**config.mk**
```make
export PLATFORM = sky130hd
export DESIGN_NAME = edz_ctrl
export DESIGN_NICKNAME = d
export VERILOG_FILES = /design/src/common/edz_pkg.sv /design/src/common/edz_tmr_if.sv /design/src/logic/edz_ctrl.sv /design/src/logic/edz_timer.sv
export VERILOG_INCLUDE_DIRS = /design/src /design/src/common
export SDC_FILE = /design/constraint.sdc
export NUM_CORES = 1
export LEC_CHECK = 0
export ABC_AREA = 1
export BUFFER_PORTS_ARGS = -buffer_cell sky130_fd_sc_hd__buf_2
export CORE_ASPECT_RATIO = 0.6
export CORE_MARGIN = 4
export CORE_UTILIZATION = 65
export CTS_BUF_LIST = sky130_fd_sc_hd__clkbuf_4 sky130_fd_sc_hd__clkbuf_8
export CTS_CLUSTER_DIAMETER = 120
export DETAILED_ROUTE_END_ITERATION = 8
export PLACE_DENSITY = 0.89
export SYNTH_ARGS = -nofsm -noshare
export SYNTH_HDL_FRONTEND = slang
export SYNTH_SLANG_ARGS = --single-unit
```
**constraint.sdc**
```tcl
create_clock -name core_clk -period 3 [get_ports core_clk]
set_clock_uncertainty 0.1 [all_clocks]
set_input_delay 0.3 -clock core_clk [delete_from_list [all_inputs] [get_ports core_clk]]
set_output_delay 0.3 -clock core_clk [all_outputs]
set_load 0.02 [all_outputs]
```
**src/common/edz_cfg.svh**
```systemverilog
`ifndef EDZ_CFG_SVH
`define EDZ_CFG_SVH
// Overview of operation
// - direction input low counts up clockwise, high counts down clockwise
// - a configuration option inverts the polarity of the direction input
// - a direction input change after start-up is an error, not a setting
// - on that error the lamp turns on and the status output goes low
// - no valid position for about 150 ms after power-on; master waits
// - an asserted set input makes the current position the new zero
// - the set input is recognised after about 1 ms of processing
// - after zeroing, 15 ms busy with no valid data and status held low
// - without a fault or zeroing the lamp is off and the status output is high
// - in serial-only mode a latched fault clears only at power removal

// clock and timing
`define EDZ_CLK_NS 8
`define EDZ_PWRON_MS 150
`define EDZ_SET_MS 1
`define EDZ_ZERO_MS 15
`define EDZ_MS_CYC(ms) (((ms) * 1000000 + `EDZ_CLK_NS - 1) / `EDZ_CLK_NS)

// widths
`define EDZ_POS_W 17
`define EDZ_EV_W 4

// register offsets (word index)
`define EDZ_REG_CTRL 4'h0
`define EDZ_REG_STATUS 4'h1
`define EDZ_REG_MASK 4'h2
`define EDZ_REG_POS 4'h3

// control register bits
`define EDZ_CTRL_INV 0
`define EDZ_CTRL_BISS 1
`define EDZ_CTRL_FCLR 2

// event bits of status and mask
`define EDZ_EV_DIRERR 0
`define EDZ_EV_ZERO 1
`define EDZ_EV_READY 2
`define EDZ_EV_FRAME 3

// position register bits
`define EDZ_POS_VALID 31
`define EDZ_POS_FAULT 30
`define EDZ_POS_BUSY 29
`endif

```
**src/common/edz_pkg.sv**
```systemverilog
`include "edz_cfg.svh"
package edz_pkg;
    typedef enum logic {EDZ_PWRON, EDZ_RUN} edz_mode_e;
    typedef logic [`EDZ_POS_W-1:0] edz_pos_t;
    typedef logic [`EDZ_EV_W-1:0] edz_ev_t;
endpackage

```
**src/common/edz_tmr_if.sv**
```systemverilog
// start, abort and expiry of one interval timer
interface edz_tmr_if;
    logic start;
    logic stop;
    logic [31:0] len;
    logic busy;
    logic done;
    modport ctl(output start, output stop, output len,
                input busy, input done);
    modport tmr(input start, input stop, input len,
                output busy, output done);
endinterface

```
**src/logic/edz_ctrl.sv**
```systemverilog
`include "edz_cfg.svh"
module edz_ctrl
    import edz_pkg::*;
#(
    parameter int unsigned PWRON_CYC = `EDZ_MS_CYC(`EDZ_PWRON_MS),
    parameter int unsigned SET_CYC = `EDZ_MS_CYC(`EDZ_SET_MS),
    parameter int unsigned ZERO_CYC = `EDZ_MS_CYC(`EDZ_ZERO_MS)
) (
    // clock and reset
    input wire logic core_clk,
    input wire logic sys_rst,
    // pins from outside
    input wire logic dir_pin,
    input wire logic set_pin,
    input wire logic link_clk,
    // sensor position
    input wire logic [`EDZ_POS_W-1:0] raw_pos,
    // register port
    input wire logic [3:0] reg_addr,
    input wire logic [31:0] reg_wdata,
    input wire logic reg_wr,
    input wire logic reg_rd,
    output logic [31:0] reg_rdata,
    // conditioned position
    output logic [`EDZ_POS_W-1:0] pos_out,
    output logic pos_valid,
    output logic [`EDZ_POS_W-1:0] frame_pos,
    // status pin, lamp and interrupt
    output logic stat_o,
    output logic stat_oe,
    output logic led_on,
    output logic irq
);
    typedef struct packed {
        logic dir_m;
        logic dir_s;
        logic set_m;
        logic set_s;
        logic lck_m;
        logic lck_s;
        logic lck_d;
        edz_mode_e mode;
        logic pwr_go;
        logic dir_ref;
        edz_pos_t offset;
        logic inv;
        logic biss;
        logic fault;
        logic set_arm;
        edz_ev_t ev;
        edz_ev_t mask;
        logic [31:0] rdata;
        edz_pos_t pos_out;
        logic pos_valid;
        edz_pos_t frame_pos;
        logic stat_o;
        logic stat_oe;
        logic led_on;
        logic irq;
    } edz_st_s;

    edz_st_s s;
    edz_st_s next_s;
    logic rev;
    logic zero_go;
    edz_ev_t ev_set;
    edz_ev_t ev_clr;

    edz_tmr_if pw ();
    edz_tmr_if st ();
    edz_tmr_if zt ();

    // reported value from raw position, zero point and sense
    function automatic edz_pos_t edz_calc(edz_pos_t raw, edz_pos_t off,
                                          logic down);
        edz_pos_t r;
        r = down ? edz_pos_t'(off - raw) : edz_pos_t'(raw - off);
        return r;
    endfunction

    edz_timer u_pwr (
        .core_clk(core_clk),
        .sys_rst(sys_rst),
        .t(pw.tmr)
    );
    edz_timer u_set (
        .core_clk(core_clk),
        .sys_rst(sys_rst),
        .t(st.tmr)
    );
    edz_timer u_zero (
        .core_clk(core_clk),
        .sys_rst(sys_rst),
        .t(zt.tmr)
    );

    assign rev = s.dir_ref ^ s.inv;

    assign pw.start = (s.mode == EDZ_PWRON) && !s.pwr_go;
    assign pw.stop = 1'b0;
    assign pw.len = PWRON_CYC;

    // set must stay high for the recognition delay
    assign st.start = (s.mode == EDZ_RUN) && s.set_s && s.set_arm &&
                      !st.busy && !zt.busy;
    assign st.stop = !s.set_s;
    assign st.len = SET_CYC;

    assign zero_go = st.done && s.set_s;
    assign zt.start = zero_go;
    assign zt.stop = 1'b0;
    assign zt.len = ZERO_CYC;

    // events and write-one-to-clear
    always_comb begin
        ev_set = '0;
        ev_set[`EDZ_EV_DIRERR] = (s.mode == EDZ_RUN) && (s.dir_s != s.dir_ref);
        ev_set[`EDZ_EV_ZERO] = zt.done;
        ev_set[`EDZ_EV_READY] = pw.done;
        ev_set[`EDZ_EV_FRAME] = s.lck_d && !s.lck_s;
        ev_clr = '0;
        if (reg_wr && reg_addr == `EDZ_REG_STATUS) begin
            ev_clr = reg_wdata[`EDZ_EV_W-1:0];
        end
    end

    // next state of the whole block
    always_comb begin
        next_s = s;
        next_s.dir_m = dir_pin;
        next_s.dir_s = s.dir_m;
        next_s.set_m = set_pin;
        next_s.set_s = s.set_m;
        next_s.lck_m = link_clk;
        next_s.lck_s = s.lck_m;
        next_s.lck_d = s.lck_s;
        if (s.mode == EDZ_PWRON) begin
            next_s.pwr_go = 1'b1;
            if (pw.done) begin
                next_s.mode = EDZ_RUN;
                next_s.dir_ref = s.dir_s;
            end
        end
        // control writes; a fault clear is honoured in the other mode only
        if (reg_wr && reg_addr == `EDZ_REG_CTRL) begin
            next_s.inv = reg_wdata[`EDZ_CTRL_INV];
            next_s.biss = reg_wdata[`EDZ_CTRL_BISS];
            // no clear while in serial-only mode
            if (s.biss && reg_wdata[`EDZ_CTRL_FCLR]) begin
                next_s.fault = 1'b0;
            end
        end
        // late direction change latches a fault
        if (ev_set[`EDZ_EV_DIRERR]) begin
            next_s.fault = 1'b1;
        end
        if (reg_wr && reg_addr == `EDZ_REG_MASK) begin
            next_s.mask = reg_wdata[`EDZ_EV_W-1:0];
        end
        // set wins over clear
        next_s.ev = (s.ev & ~ev_clr) | ev_set;
        // current position becomes the zero point
        if (zero_go) begin
            next_s.offset = raw_pos;
            next_s.set_arm = 1'b0;
        end
        if (!s.set_s) begin
            next_s.set_arm = 1'b1;
        end
        // snapshot on every falling edge of the link clock
        if (ev_set[`EDZ_EV_FRAME]) begin
            next_s.frame_pos = s.pos_out;
        end
        // read data only in the cycle after the strobe
        next_s.rdata = 32'h0;
        if (reg_rd) begin
            unique case (reg_addr)
                `EDZ_REG_CTRL: begin
                    next_s.rdata[`EDZ_CTRL_INV] = s.inv;
                    next_s.rdata[`EDZ_CTRL_BISS] = s.biss;
                end
                `EDZ_REG_STATUS: next_s.rdata[`EDZ_EV_W-1:0] = s.ev;
                `EDZ_REG_MASK: next_s.rdata[`EDZ_EV_W-1:0] = s.mask;
                `EDZ_REG_POS: begin
                    next_s.rdata[`EDZ_POS_W-1:0] = s.pos_out;
                    next_s.rdata[`EDZ_POS_VALID] = s.pos_valid;
                    next_s.rdata[`EDZ_POS_FAULT] = s.fault;
                    next_s.rdata[`EDZ_POS_BUSY] = zt.busy;
                end
                default: next_s.rdata = 32'h0;
            endcase
        end
        next_s.pos_out = edz_calc(raw_pos, s.offset, rev);
        // data invalid while settling or zeroing
        next_s.pos_valid = (s.mode == EDZ_RUN) && !zt.busy && !zero_go;
        next_s.stat_o = 1'b0;
        next_s.stat_oe = s.fault | zt.busy;
        next_s.led_on = s.fault;
        next_s.irq = |(s.ev & s.mask);
    end

    always_ff @(posedge core_clk) begin
        if (sys_rst) begin
            s <= '0;
        end else begin
            s <= next_s;
        end
    end

    assign reg_rdata = s.rdata;
    assign pos_out = s.pos_out;
    assign pos_valid = s.pos_valid;
    assign frame_pos = s.frame_pos;
    assign stat_o = s.stat_o;
    assign stat_oe = s.stat_oe;
    assign led_on = s.led_on;
    assign irq = s.irq;
endmodule

```
**src/logic/edz_timer.sv**
```systemverilog
module edz_timer
    import edz_pkg::*;
(
    // clock and reset
    input wire logic core_clk,
    input wire logic sys_rst,
    // control
    edz_tmr_if.tmr t
);
    typedef struct packed {
        logic [31:0] cnt;
        logic busy;
        logic done;
    } edz_tmr_s;

    edz_tmr_s s;
    edz_tmr_s next_s;

    // count down, one-cycle done at expiry
    always_comb begin
        next_s = s;
        next_s.done = 1'b0;
        if (t.stop) begin
            next_s.busy = 1'b0;
            next_s.cnt = 32'h0;
        end else if (t.start) begin
            next_s.busy = 1'b1;
            next_s.cnt = t.len;
        end else if (s.busy) begin
            if (s.cnt <= 32'h1) begin
                next_s.busy = 1'b0;
                next_s.done = 1'b1;
            end else begin
                next_s.cnt = s.cnt - 32'h1;
            end
        end
    end

    always_ff @(posedge core_clk) begin
        if (sys_rst) begin
            s <= '0;
        end else begin
            s <= next_s;
        end
    end

    assign t.busy = s.busy;
    assign t.done = s.done;
endmodule

```
==> metrics.txt <==
Post-CTS Setup Inserts 0; count of pins over their slew limit 0; Remaining Overflow, GRT 0; #FFs+latches synth 199; TritonCTS buffer count 17; number of top-level pins 131; Syn Inst Count 1822; chain of cells forming the critical path inv_1, ha_1, nand2_2, nor2_4, nand2_1, nand2_2, nand2_4, nand2_4, inv_2, nand2_1, nand2_1, a21oi_1; # rows 37; share of final-layout standard cells stronger than drive strength 1 9.04%; cell area reported after detailed placement 11800 µm²; arrival time worst endpoint 2.61 ns; sort of element at the start of the critical path register; highest-delay cell along the critical path sky130_fd_sc_hd__dfxtp_1; count of nets left with antenna violations after detail routing 0; clock edge transition at the registers on the reported setup and hold paths 0.12 ns; Wirelength per Cell 14.0 µm; later-pin clock latency in the skew report 0.48 ns; count of buffers from port buffering 89; drt first pass iters 6; synthesized area 11800 µm²; proportion of synthesized chip area in sequential cells 33.8%; last weighted congestion value of the routability-driven placer 0.987; power after layout 0.00509 W; maximum clock path buffer count 2; count of different cell masters after synthesis 37; most frequent cells in the layout sky130_fd_sc_hd__nand2_1, sky130_fd_sc_hd__nor2_1, sky130_fd_sc_hd__inv_1; tightest slew margin relative to the limit 42.9%; root buf cell sky130_fd_sc_hd__clkbuf_8; global-route wire length before repair 47800 µm; most common library cell in the layout ignoring fill and taps sky130_fd_sc_hd__nand2_1; cell leakage power 6.25 nW; power density over the cells 416 nW/µm²; peak clock frequency supported by timing 0.426 GHz; net count reported at finish 1935; post-synthesis area per instance 6.46 µm²; total setup violations reported at the end of the flow 0; area of the die 20400 µm²; x dimension of the die 182 µm; count of buffer and inverter cells on the critical path 2; Worst Path Max Fanout 25; gr usage total 27.9%; area growth from synthesis to layout 4.06%; Via-to-Cell Ratio 5.39; data required time of the worst path 3.27 ns; cell count after placement 2046; Core Footprint 17500 µm²; Filler Cells Inserted 1531; IR drop worst, VDD 0.000331 V; final critical delay including setup and external delays 2.35 ns; effective utilization at floorplan 67.5%; top cell family by delay on the critical path simple AND/OR/NAND/NOR gates; Vert. Die Dim 112 µm; Worst Tran Pin Value 0.856 ns; peak per-stage delay on the critical path 0.38 ns; clock sink count 199; Tcrit/Tclk final 78.3%; final hold violation count 0; TritonCTS clock tree built; via count 11200; pin count of the biggest net entering global routing 72; wirelength, routed 29100 µm; unrepaired setup endpoints after global routing false; setup total negative slack 0 ns; result of the run finished, final reports clean; DP Wirelength 21500 µm; number of warnings reported in the yosys synthesis log 0; iteration-0 DRC count of the detailed router 1230; worst hold margin 0.0215 ns; cell with the most instances on the worst path sky130_fd_sc_hd__nand2_1; final routed DRC violation total 0; class of the tightest hold or removal check in -> reg; CP endpoint kind register; initial antenna violation count 1; final instance area 12300 µm²; count of maximum capacitance violations 0; CP Class reg -> reg; post-route non-filler standard cell count 2083; number of levels in the clock H-tree 4; vias in the first global route 9907
cells in the mapped netlist, drive strengths merged:
master	instances	area share, %
nor3	10	0.43
nor2	299	10
nand2	517	17
o21a	1	0.064
and2	2	0.11
clkbuf	25	0.80
a21oi	136	5.9
o31ai	1	0.064
nor4	3	0.16
nand3	100	4.3
o21ai	54	2.3
buf	95	6.1
inv	232	7.4
fa	2	0.34
o22ai	2	0.11
o221ai	2	0.15
nand4	34	1.8
dfxtp	199	34
nand3b	2	0.13
a221oi	3	0.22
ha	38	4.0
xor2	36	2.7
conb	1	0.032
xnor2	19	1.4
nor3b	3	0.19
o21bai	6	0.38
through the flow:
| step | utilization [%] | worst slack [ns] |
|---|---|---|
| finish | 70.2 | 0.652 |
| CTS | 70.2 | 0.689 |
| floorplan | - | 1.20 |
| detailed placement | 67.7 | 0.724 |
| global route | 70.2 | 0.473 |
| global placement | 67.7 | 0.802 |
flip-flops by register name (all words and copies together) (netlist names), 5 cells and up:
name and cells:
u_set.s 32, s 34, next_s 5, pos_out 17, u_zero.s 32, reg_rdata 20
frame_pos 17, u_pwr.s 32
power breakdown:
group | switching [W] | internal (W)
Clock | 0.00103 | 0.000717
Combinational | 0.000422 | 0.000184
Sequential | 0.0000426 | 0.00269
Total | 0.00150 | 0.00360
worst reg2reg max path, cell delays in order (launching register included):
cell and delay [ns]:
sky130_fd_sc_hd__dfxtp_1 0.38, sky130_fd_sc_hd__inv_1 0.09, sky130_fd_sc_hd__ha_1 0.25, sky130_fd_sc_hd__nand2_2 0.13, sky130_fd_sc_hd__nor2_4 0.07, sky130_fd_sc_hd__nand2_1 0.10
sky130_fd_sc_hd__nand2_2 0.07, sky130_fd_sc_hd__nand2_4 0.20, sky130_fd_sc_hd__nand2_4 0.24, sky130_fd_sc_hd__inv_2 0.38, sky130_fd_sc_hd__nand2_1 0.10, sky130_fd_sc_hd__nand2_1 0.09
sky130_fd_sc_hd__a21oi_1 0.04
path summary, 6_finish.rpt:
path	startpoint	end	slack [ns]	depth (start not counted)
max	u_pwr.s[2]	u_pwr.s[3]	0.65	12
min	raw_pos[16]	s[99]	0.02	3
max reg2reg	u_pwr.s[2]	u_pwr.s[3]	0.65	12
min reg2reg	next_s[106]	s[106]	0.31	2
area by class of cell:
cell class	count	area, µm²	share of cell area, %
Sequential cell	199	3980	32.5
Multi-Input combinational cell	1283	6150	50.2
Antenna cell	1	2.50	0.0204
Clock buffer	19	255	2.08
Tap cell	234	293	2.39
Timing Repair Buffer	102	553	4.51
Inverter	232	871	7.11
Clock inverter	13	139	1.13
logic make-up (layout without fill, tap and decap cells):
family                   after synthesis  in the layout  synth area share, %
other                                  1             14               0.0319
AND/OR/NAND/NOR                      970            970                 34.2
AO/OA/AOI/OAI                        205            205                 9.22
flip-flops                           199            199                 33.8
buffers and inverters                352            366                 14.3
adder cells (fa/ha/maj)               40             40                 4.38
XOR/XNOR                              55             55                 4.09
routing by layer:
layer	GRT usage (%)	vias to the layer above	routed length (µm)
li1	-	5609	-
met1	42.4	5064	13900
met2	39.7	507	11800
met3	7.03	38	2940
met4	6.30	0	392
met5	0	-	0
timing repair:
action	4_1_cts	5_1_grt
hold endpoints to repair	4	0
setup endpoints to repair	0	0
resized for setup	0	0
hold buffers	4	0
(Power assumes the default switching activity.)
